File: src/thermo_map.svh
// Command codes, field positions, reset values and timing counts of the thermometer decoder.
`ifndef THERMO_MAP_SVH
`define THERMO_MAP_SVH
// ---------------------------------------------------------------
// Command codes
// ---------------------------------------------------------------
`define CMD_MEM_ACCESS 8'h17
`define CMD_CFG_ACCESS 8'hac
`define CMD_TEMP_READ 8'haa
`define CMD_CONV_BEGIN 8'hee
`define CMD_CONV_HALT 8'h22
// ---------------------------------------------------------------
// Configuration byte layout, reset values, result and page widths
// ---------------------------------------------------------------
`define CFG_DONE_BIT 7
`define CFG_MODE_BIT 0
`define CFG_FIXED_BITS 6'h25
`define CFG_MODE_RESET 1'b0
`define DEV_CODE_DEFAULT 4'h5
`define TEMP_BITS 13
`define TEMP_LSB_PAD 3'h0
`define PAGE_BITS 3
// ---------------------------------------------------------------
// Timing
// ---------------------------------------------------------------
`define CLK_PERIOD_NS 50
`define NV_WAIT_NS 10000000
`define NV_WAIT_CYC (`NV_WAIT_NS / `CLK_PERIOD_NS)
`define CONV_TIME_NS 1000000000
`define CONV_CYC (`CONV_TIME_NS / `CLK_PERIOD_NS)
`endif

File: src/thermo_pkg.sv
// Types shared by the thermometer decoder and its helpers.
package thermo_pkg;
    // Bus events seen by the sampler, one cycle each, and the data level.
    typedef struct packed {
        logic sclRise;
        logic sclFall;
        logic start;
        logic stop;
        logic sda;
    } bus_evt_t;
    // Converter control pulses and mode.
    typedef struct packed {
        logic beginPulse;
        logic haltPulse;
        logic singleConversionSelect;
    } conv_ctl_t;
    typedef enum logic [2:0] {S_IDLE, S_RX, S_ACK, S_TX, S_MACK} link_state_t;
    typedef enum logic [1:0] {B_ADDR, B_CMD, B_DATA} byte_kind_t;
    typedef enum logic {C_IDLE, C_RUN} conv_state_t;
endpackage

File: src/thermo_cmd_decoder.sv
// Two-wire command decoder of a thermometer with nonvolatile memory.
`include "thermo_map.svh"
// How it works
// - Memory code: next byte loads address pointer.
// - Config code, write: mode bit of next byte stored.
// - Config code, read: config byte returned.
// - Temperature code: two result bytes sent.
// - Begin code starts conversion, no data.
// - Single mode: one conversion, then idle.
// - Continuous mode: conversions repeat until halted.
// - Halt finishes current conversion, then idle.
// - No acknowledge during nonvolatile write cycle.
// - Config write sequence; 00h means continuous.
// - Acknowledge address, command and data bytes.
// - Temperature high byte first, then low.
// - Config top bit shows conversion done.
// - Config low bit selects mode, reset 0.
// - 13-bit result, three low bits padded.
// - Address is code, pins, direction bit.
module thermo_cmd_decoder
    import thermo_pkg::*;
#(
    parameter int NV_WAIT_CYCLES = `NV_WAIT_CYC,
    parameter int CONV_CYCLES = `CONV_CYC,
    parameter logic [3:0] DEV_CODE = `DEV_CODE_DEFAULT // Arbitrary value.
)(
    input wire logic mclk, // System clock, 20 MHz.
    input wire logic rst_n, // Asynchronous reset, active low.
    input wire logic ce, // Clock enable, freezes all state when low.
    input wire logic sclPin, // Serial clock from the master.
    input wire logic sdaIn, // Serial data line level.
    output logic sdaOut, // Serial data drive value, always low.
    output logic sdaOe, // High while this end pulls the data line.
    input wire logic [2:0] addrPins, // Address select pins.
    input wire logic [`TEMP_BITS-1:0] tempSense, // Sensor value.
    output logic nvBusy, // High during a nonvolatile write cycle.
    output logic convDone // Conversion completion flag.
);
    localparam int NW = $clog2(NV_WAIT_CYCLES + 1);

    // ---------------------------------------------------------------
    // Declarations
    // ---------------------------------------------------------------
    bus_evt_t evt; // Bus events.
    conv_ctl_t convCtl; // Converter control.
    logic [`TEMP_BITS-1:0] tempResult; // Completed result.
    link_state_t stReg; // Link state.
    byte_kind_t kindReg; // Meaning of the byte being received.
    logic [3:0] bitCnt; // Bits moved in the current byte.
    logic [7:0] shReg; // Shift register, both directions.
    logic rwReg; // Direction bit of the last address.
    logic sdaOeReg; // Registered data line pull.
    logic [7:0] cmdReg; // Last command byte.
    logic [7:0] ptrReg; // Memory address pointer.
    logic ptrLoaded; // Pointer byte already received.
    logic txIdx; // Which temperature byte is next.
    logic cfgModeReg; // Single conversion select bit.
    logic beginReg; // Begin pulse to the converter.
    logic haltReg; // Halt pulse to the converter.
    logic nvPendReg; // A write waits for STOP to commit.
    logic nvBusyReg; // Write cycle running.
    logic [NW-1:0] nvCntReg; // Write cycle cycles left.
    logic [2:0] addrMeta; // Pin synchroniser, first stage.
    logic [2:0] addrSync; // Pin synchroniser, second stage.
    logic [7:0] memArr [256]; // Nonvolatile array image.

    // ---------------------------------------------------------------
    // Helpers
    // ---------------------------------------------------------------
    bus_sampler uSampler (
        .mclk(mclk),
        .rst_n(rst_n),
        .ce(ce),
        .sclPin(sclPin),
        .sdaPin(sdaIn),
        .evt(evt)
    );

    conv_engine #(.CONV_CYCLES(CONV_CYCLES)) uConv (
        .mclk(mclk),
        .rst_n(rst_n),
        .ce(ce),
        .ctl(convCtl),
        .tempSense(tempSense),
        .tempResult(tempResult),
        .convDone(convDone)
    );

    // The address pins come from outside, so they are synchronised too.
    always_ff @(posedge mclk or negedge rst_n) begin
        if (!rst_n) begin
            addrMeta <= 3'h0;
            addrSync <= 3'h0;
        end else if (ce) begin
            addrMeta <= addrPins;
            addrSync <= addrMeta;
        end
    end

    // ---------------------------------------------------------------
    // Decode
    // ---------------------------------------------------------------
    wire byteDone = ce && (stReg == S_RX) && evt.sclFall && (bitCnt == 4'h8);
    wire addrHit = (shReg[7:1] == {DEV_CODE, addrSync});
    wire addrAck = addrHit && !nvBusyReg;
    wire isAddr = byteDone && (kindReg == B_ADDR);
    wire isCmd = byteDone && (kindReg == B_CMD);
    wire isData = byteDone && (kindReg == B_DATA);
    wire cmdMem = (cmdReg == `CMD_MEM_ACCESS);
    wire cmdCfg = (cmdReg == `CMD_CFG_ACCESS);
    wire cmdTemp = (cmdReg == `CMD_TEMP_READ);
    wire [7:0] cfgByte = {convDone, `CFG_FIXED_BITS, cfgModeReg};
    wire [7:0] tempHi = tempResult[12:5];
    wire [7:0] tempLo = {tempResult[4:0], `TEMP_LSB_PAD};
    wire [7:0] tempByte = txIdx ? tempLo : tempHi;
    wire [7:0] txByte = cmdTemp ? tempByte : (cmdCfg ? cfgByte : memArr[ptrReg]);
    wire ackEnd = ce && (stReg == S_ACK) && evt.sclFall;
    wire txLoad = (ackEnd && rwReg) || (ce && (stReg == S_MACK) && evt.sclFall);
    wire [7:0] ptrPage = {ptrReg[7:`PAGE_BITS], ptrReg[`PAGE_BITS-1:0] + 3'h1};
    wire nvKick = ce && evt.stop && nvPendReg;

    assign convCtl = '{beginPulse: beginReg, haltPulse: haltReg,
                       singleConversionSelect: cfgModeReg};
    assign sdaOut = 1'b0;
    assign sdaOe = sdaOeReg;
    assign nvBusy = nvBusyReg;

    // ---------------------------------------------------------------
    // Link state machine
    // ---------------------------------------------------------------
    // START wins over every state, so a repeated START always re-arms the decoder.
    always_ff @(posedge mclk or negedge rst_n) begin
        if (!rst_n) begin
            stReg <= S_IDLE;
            kindReg <= B_ADDR;
            bitCnt <= 4'h0;
            shReg <= 8'h00;
            rwReg <= 1'b0;
            sdaOeReg <= 1'b0;
        end else if (ce) begin
            if (evt.start) begin
                stReg <= S_RX;
                kindReg <= B_ADDR;
                bitCnt <= 4'h0;
                sdaOeReg <= 1'b0;
            end else if (evt.stop) begin
                stReg <= S_IDLE;
                sdaOeReg <= 1'b0;
            end else begin
                unique case (stReg)
                    S_IDLE: begin
                        sdaOeReg <= 1'b0;
                    end
                    S_RX: begin
                        if (evt.sclRise) begin
                            shReg <= {shReg[6:0], evt.sda};
                            bitCnt <= bitCnt + 4'h1;
                        end else if (byteDone) begin
                            // Foreign or busy address: stay off the line.
                            if (kindReg != B_ADDR || addrAck) begin
                                stReg <= S_ACK;
                                sdaOeReg <= 1'b1;
                            end else begin
                                stReg <= S_IDLE;
                            end
                            if (kindReg == B_ADDR) begin
                                rwReg <= shReg[0];
                            end
                        end
                    end
                    S_ACK: begin
                        if (evt.sclFall) begin
                            bitCnt <= 4'h0;
                            kindReg <= (kindReg == B_ADDR) ? B_CMD : B_DATA;
                            if (rwReg) begin
                                stReg <= S_TX;
                                shReg <= txByte;
                                sdaOeReg <= ~txByte[7];
                            end else begin
                                stReg <= S_RX;
                                sdaOeReg <= 1'b0;
                            end
                        end
                    end
                    S_TX: begin
                        if (evt.sclFall) begin
                            if (bitCnt == 4'h7) begin
                                stReg <= S_MACK;
                                sdaOeReg <= 1'b0;
                            end else begin
                                shReg <= {shReg[6:0], 1'b0};
                                sdaOeReg <= ~shReg[6];
                                bitCnt <= bitCnt + 4'h1;
                            end
                        end
                    end
                    S_MACK: begin
                        // A released line is a not-acknowledge and ends the read.
                        if (evt.sclRise && evt.sda) begin
                            stReg <= S_IDLE;
                        end else if (evt.sclFall) begin
                            stReg <= S_TX;
                            bitCnt <= 4'h0;
                            shReg <= txByte;
                            sdaOeReg <= ~txByte[7];
                        end
                    end
                    default: begin
                        stReg <= S_IDLE;
                        sdaOeReg <= 1'b0;
                    end
                endcase
            end
        end
    end

    // ---------------------------------------------------------------
    // Command and data effects
    // ---------------------------------------------------------------
    // Set beats clear: a byte can not end in the cycle of a START or STOP.
    always_ff @(posedge mclk or negedge rst_n) begin
        if (!rst_n) begin
            cmdReg <= 8'h00;
            ptrReg <= 8'h00;
            ptrLoaded <= 1'b0;
            txIdx <= 1'b0;
            cfgModeReg <= `CFG_MODE_RESET;
            beginReg <= 1'b0;
            haltReg <= 1'b0;
            nvPendReg <= 1'b0;
        end else if (ce) begin
            beginReg <= isCmd && (shReg == `CMD_CONV_BEGIN);
            haltReg <= isCmd && (shReg == `CMD_CONV_HALT);
            if (isCmd) begin
                cmdReg <= shReg;
                ptrLoaded <= 1'b0;
                txIdx <= 1'b0;
            end else if (isData && cmdMem && !ptrLoaded) begin
                ptrReg <= shReg;
                ptrLoaded <= 1'b1;
            end else if (isData && cmdMem) begin
                ptrReg <= ptrPage; // Page roll-over inside eight bytes.
                nvPendReg <= 1'b1;
            end else if (isData && cmdCfg) begin
                cfgModeReg <= shReg[`CFG_MODE_BIT];
                nvPendReg <= 1'b1;
            end else if (txLoad && cmdTemp) begin
                txIdx <= ~txIdx;
            end else if (txLoad && cmdMem) begin
                ptrReg <= ptrReg + 8'h01;
            end else if (evt.start || evt.stop) begin
                // A repeated START abandons a pending write cycle.
                nvPendReg <= 1'b0;
            end
        end
    end

    // The array has no reset; only written bytes are meaningful.
    always_ff @(posedge mclk) begin
        if (isData && cmdMem && ptrLoaded) begin
            memArr[ptrReg] <= shReg;
        end
    end

    // ---------------------------------------------------------------
    // Nonvolatile write cycle timer
    // ---------------------------------------------------------------
    always_ff @(posedge mclk or negedge rst_n) begin
        if (!rst_n) begin
            nvBusyReg <= 1'b0;
            nvCntReg <= '0;
        end else if (ce) begin
            if (nvKick) begin
                nvBusyReg <= 1'b1;
                nvCntReg <= NW'(NV_WAIT_CYCLES - 1);
            end else if (nvBusyReg && nvCntReg == '0) begin
                nvBusyReg <= 1'b0;
            end else if (nvBusyReg) begin
                nvCntReg <= nvCntReg - 1'b1;
            end
        end
    end
endmodule

File: src/bus_sampler.sv
// Synchroniser and START, STOP and clock edge detector for the two-wire bus.
module bus_sampler
    import thermo_pkg::*;
(
    input wire logic mclk, // System clock.
    input wire logic rst_n, // Asynchronous reset, active low.
    input wire logic ce, // Clock enable, freezes state when low.
    input wire logic sclPin, // Serial clock pin.
    input wire logic sdaPin, // Serial data pin level.
    output bus_evt_t evt // Decoded bus events.
);
    // ---------------------------------------------------------------
    // Two flip-flop synchroniser plus one history stage
    // ---------------------------------------------------------------
    logic [1:0] metaReg; // First stage, read only by the second.
    logic [1:0] syncReg; // Settled {scl, sda}.
    logic [1:0] prevReg; // Settled value one cycle earlier.

    // The first stage feeds nothing but the second, so no metastable value leaks.
    always_ff @(posedge mclk or negedge rst_n) begin
        if (!rst_n) begin
            metaReg <= 2'h3;
            syncReg <= 2'h3;
            prevReg <= 2'h3;
        end else if (ce) begin
            metaReg <= {sclPin, sdaPin};
            syncReg <= metaReg;
            prevReg <= syncReg;
        end
    end

    // ---------------------------------------------------------------
    // Event decode
    // ---------------------------------------------------------------
    // A data change while the clock is high is a START or a STOP.
    // One driver for the whole struct keeps every member on a single assignment.
    assign evt = '{sclRise: syncReg[1] & ~prevReg[1],
                   sclFall: ~syncReg[1] & prevReg[1],
                   start: syncReg[1] & prevReg[1] & ~syncReg[0] & prevReg[0],
                   stop: syncReg[1] & prevReg[1] & syncReg[0] & ~prevReg[0],
                   sda: syncReg[0]};
endmodule

File: src/conv_engine.sv
// Conversion sequencer with single and continuous modes and a result register.
`include "thermo_map.svh"
module conv_engine
    import thermo_pkg::*;
#(
    parameter int CONV_CYCLES = `CONV_CYC
)(
    input wire logic mclk, // System clock.
    input wire logic rst_n, // Asynchronous reset, active low.
    input wire logic ce, // Clock enable.
    input conv_ctl_t ctl, // Begin and halt pulses, mode.
    input wire logic [`TEMP_BITS-1:0] tempSense, // Live sensor value.
    output logic [`TEMP_BITS-1:0] tempResult, // Last completed result.
    output logic convDone // High once a conversion has finished.
);
    localparam int CW = $clog2(CONV_CYCLES + 1);
    conv_state_t stReg; // Sequencer state.
    logic [CW-1:0] cntReg; // Cycles into the current conversion.
    logic haltReg; // Halt seen, stop at the end of this conversion.
    wire finish = (stReg == C_RUN) && (cntReg == CW'(CONV_CYCLES - 1));
    wire stopNow = ctl.singleConversionSelect | haltReg | ctl.haltPulse;

    // ---------------------------------------------------------------
    // Sequencer
    // ---------------------------------------------------------------
    // A halt never cuts a conversion short; the result stays whole.
    always_ff @(posedge mclk or negedge rst_n) begin
        if (!rst_n) begin
            stReg <= C_IDLE;
            cntReg <= '0;
            haltReg <= 1'b0;
            convDone <= 1'b0;
            tempResult <= '0;
        end else if (ce) begin
            unique case (stReg)
                C_IDLE: begin
                    if (ctl.beginPulse) begin
                        stReg <= C_RUN;
                        cntReg <= '0;
                        haltReg <= 1'b0;
                        convDone <= 1'b0;
                    end
                end
                C_RUN: begin
                    if (ctl.haltPulse) begin
                        haltReg <= 1'b1;
                    end
                    if (finish) begin
                        tempResult <= tempSense;
                        convDone <= 1'b1;
                        cntReg <= '0;
                        if (stopNow) begin
                            stReg <= C_IDLE;
                        end
                    end else begin
                        cntReg <= cntReg + 1'b1;
                    end
                end
            endcase
        end
    end
endmodule

File: config.mk
export PLATFORM = sky130hd
export DESIGN_NAME = thermo_cmd_decoder
export DESIGN_NICKNAME = d
export VERILOG_FILES = /design/src/thermo_pkg.sv /design/src/thermo_cmd_decoder.sv /design/src/bus_sampler.sv /design/src/conv_engine.sv
export VERILOG_INCLUDE_DIRS = /design/src /design/src/src
export SDC_FILE = /design/constraint.sdc
export NUM_CORES = 2
export LEC_CHECK = 0
export BUFFER_PORTS_ARGS = -buffer_cell sky130_fd_sc_hd__buf_2
export CORE_MARGIN = 3
export CORE_UTILIZATION = 44
export DETAILED_ROUTE_END_ITERATION = 7
export PLACE_DENSITY_LB_ADDON = 0.05
export REMOVE_ABC_BUFFERS = 1
export SYNTH_ARGS = -nofsm -noshare
export SYNTH_HDL_FRONTEND = slang
export SYNTH_SLANG_ARGS = --single-unit
export TNS_END_PERCENT = 100
File: constraint.sdc
create_clock -name mclk -period 5.7 [get_ports mclk]
set_input_delay 0.285 -clock mclk [delete_from_list [all_inputs] [get_ports mclk]]
set_output_delay 0.285 -clock mclk [all_outputs]
set_load 0.01 [all_outputs]
==> results by group <==
Status
  – Status: finished clean

Clocking
  – Worst skew pair latency: ~860 ps
  – CTS Buf Count: between 200 and 250
  – Longest Clk Path Bufs: 3
  – Setup bufs post-CTS: 0
  – Reg clk slew, reported paths: ~60 ps
  – Clock Tree Root: clkbuf_16
  – # resized after CTS: 0
  – Cts hold-fix bufs: 22
  – Clock sinks: approximately 2200
  – Htree depth: 4
  – CTS tree: yes

Synth
  – Post-Synthesis Cells: 4154
  – Main combinational cell family by area after synthesis: multiplexers
  – Cell area after synthesis: roughly 86000 um^2
  – Post-Syn Area per Cell: a little over 20 um^2
  – Register area share after synthesis: 0.752
  – Simple-gate share of the synthesized area: 0.0384
  – Yosys Warn Count: 0
  – Adder-Cell Fraction of Synth Area: 0.00117
  – Synth Area in XOR/XNOR: 0.00297
  – Ys flop type: edfxtp_1
  – Compound-Gate Fraction of Synth Area: 0.0237
  – Synthesized flop and latch total: roughly 2200
  – Synth cell types: 81
  – Multiplexer share of the synthesized area: 0.167
  – Share of flip-flops with an asynchronous set or reset: 0.0523
  – Post-synth EDFFs: just over 2000

Timing
  – Fmax achieved: ~0.21 GHz
  – TNS Setup: 0 ps
  – Worst rel slew slack: 0.0785
  – Final setup viols: 0
  – Max Slew Vio Count: 0
  – Unrepaired setup endpoints after global routing: no
  – Period utilization: 0.829
  – Fin crit period: approximately 4700 ps
  – Final Hold Viols: 0
  – Hold WS: ~210 ps
  – Max Clock Skew: ~34 ps
  – Worst Max-Slew Pin Slew: between 1000 and 1500 ps
  – Final setup margin: between 900 and 1000 ps

Layout
  – Post-layout util: 0.500
  – Final instance area: 96400 um^2
  – Nets@finish: between 4000 and 5000
  – Fill cells: between 15000 and 20000
  – Most common cell after layout, fill and taps aside: edfxtp_1
  – Area Growth Syn to Fin: 12.7%
  – Most frequent cells in the layout: edfxtp_1 (2048), mux4_2 (560), nor2_1 (319)
  – Finished Layout Cells: between 7000 and 8000
  – Layout cells sized above 1: 0.254

Die
  – Chip width: ~450 um
  – Height of the die: ~450 um
  – IO Pins: 25
  – FP Rows: between 150 and 200
  – Initial Util: 0.443
  – Die area: approximately 200000 um^2
  – Core Area: slightly below 200000 um^2

Critical path
  – Crit Path Class: reg -> reg
  – Largest fanout on the critical path: 37
  – CP endpoint kind: flop
  – Crit path required time: around 6400 ps
  – Startpoint types: flop
  – CP arrival: between 5000 and 6000 ps

GRT
  – Global-route wire length before repair: 342000 um
  – Total track usage: 0.243
  – Met3 Usage GRT: 0.0454
  – Grt peak-use layer: met2
  – Met2 capacity usage during global routing: 0.381
  – Gr ovfl total: 0
  – Vias in the first global route: between 40000 and 50000
  – Met1 usage: 0.352
  – Initial antenna violation count: 10
  – Pin count of the biggest net entering global routing: 218

Placed design
  – Pre-CTS WS: 986 ps
  – DP Wirelength: approximately 150000 um
  – Cells after DPL: approximately 6600
  – Number of I/O port buffers: 23
  – Final Wtd Congestion: 0.823
  – Placed Area: roughly 89000 um^2

Hold path
  – Worst min path class: in -> reg

Run
  – Max-cap viol count: 0

Detailed routing
  – Initial drt markers: 4536
  – DR vias/cell: 6.04
  – Post-DRT Antenna Nets: 0
  – Routed via count: 42500
  – Post-Route WL: approximately 240000 um
  – DR WL/cell: ~34 um
  – DRC: 0
  – Pre-Repair DR Iteration Count: 5

Pwr
  – Peak supply drop: 0.293 mV
  – Total power: roughly 33 mW
  – Leak Pwr: ~30 nW
  – Power Density: 339 nW/um^2
[layer usage]
layer,up-vias,part of all wire
li1,17600,-
met1,23000,0.43
met2,1529,0.47
met3,355,0.067
met4,2,0.028
met5,-,0.000054
[report_power, final]
group / switching (mW) / leakage (nW) / internal (mW)
combinational: 0.439 / 5.38 / 0.189
clock: 6.16 / 3.54 / 8.27
sequential: 0.194 / 21.0 / 17.5
[cells in the mapped netlist (30+ instances only)]
master	number	share of area
nor2b_1	36	0.0026
o21ai_0	53	0.0031
clkbuf_1	99	0.0043
buf_2	77	0.0045
nor2_1	319	0.014
nand2_1	104	0.0046
mux2_2	48	0.0063
buf_1	30	0.0013
a22oi_1	47	0.0041
mux2i_1	112	0.013
buf_4	31	0.0027
mux4_2	560	0.15
a21oi_1	32	0.0019
nand3_1	53	0.0031
edfxtp_1	2048	0.72
dfrtp_1	107	0.031
[registers in the layout, indices dropped and copies added (netlist names), 3 cells and up]
name,cells
addrMeta,3
addrSync,3
bitCnt,4
cmdReg,8
memArr,2048
nvCntReg,18
ptrReg,8
shReg,8
stReg,3
uConv.cntReg,25
uConv.tempResult,13
[worst max-delay path, cell delays in order, from the launching register on]
cell	delay [ps]
dfrtp_4	1000
buf_4	450
buf_4	450
mux4_2	420
mux4_2	530
a221oi_1	1070
nand4_1	260
o21bai_1	210
nand2_1	80
[layout make-up]
class	count	area (um^2)	area share
Timing Repair Buffer	181	1580	0.0164
Antenna cell	3	7.51	0.0000778
Multi-Input combinational cell	1727	20000	0.207
Sequential cell	2161	64400	0.668
Clock inverter	137	1270	0.0132
Tap cell	2526	3160	0.0328
Clock buffer	280	5940	0.0616
Inverter	22	90.1	0.000934
[path summary, 6_finish.rpt]
check | start | to | slack, ps | cells after the start
max | ptrReg[1] | shReg[6] | 970 | 8
min | tempSense[9] | uConv.tempResult[9] | 210 | 3
max reg2reg | ptrReg[1] | shReg[6] | 970 | 8
min in group asynchronous | rst_n | uConv.tempResult[2] | 540 | 4
min reg2reg | uSampler.metaReg[0] | uSampler.syncReg[0] | 500 | 2
max in group asynchronous | rst_n | shReg[2] | 4440 | 4
[cell families after synthesis]
kind of cell,Yosys count
DFF,2161
other,1
xor gates and xnor gates,29
muxes,720
AOI/OAI and AO/OA,283
adders and majority gates,8
buffers and inverters,266
and+or+nand+nor,686
Note: power is estimated with default switching activity, not from simulation.
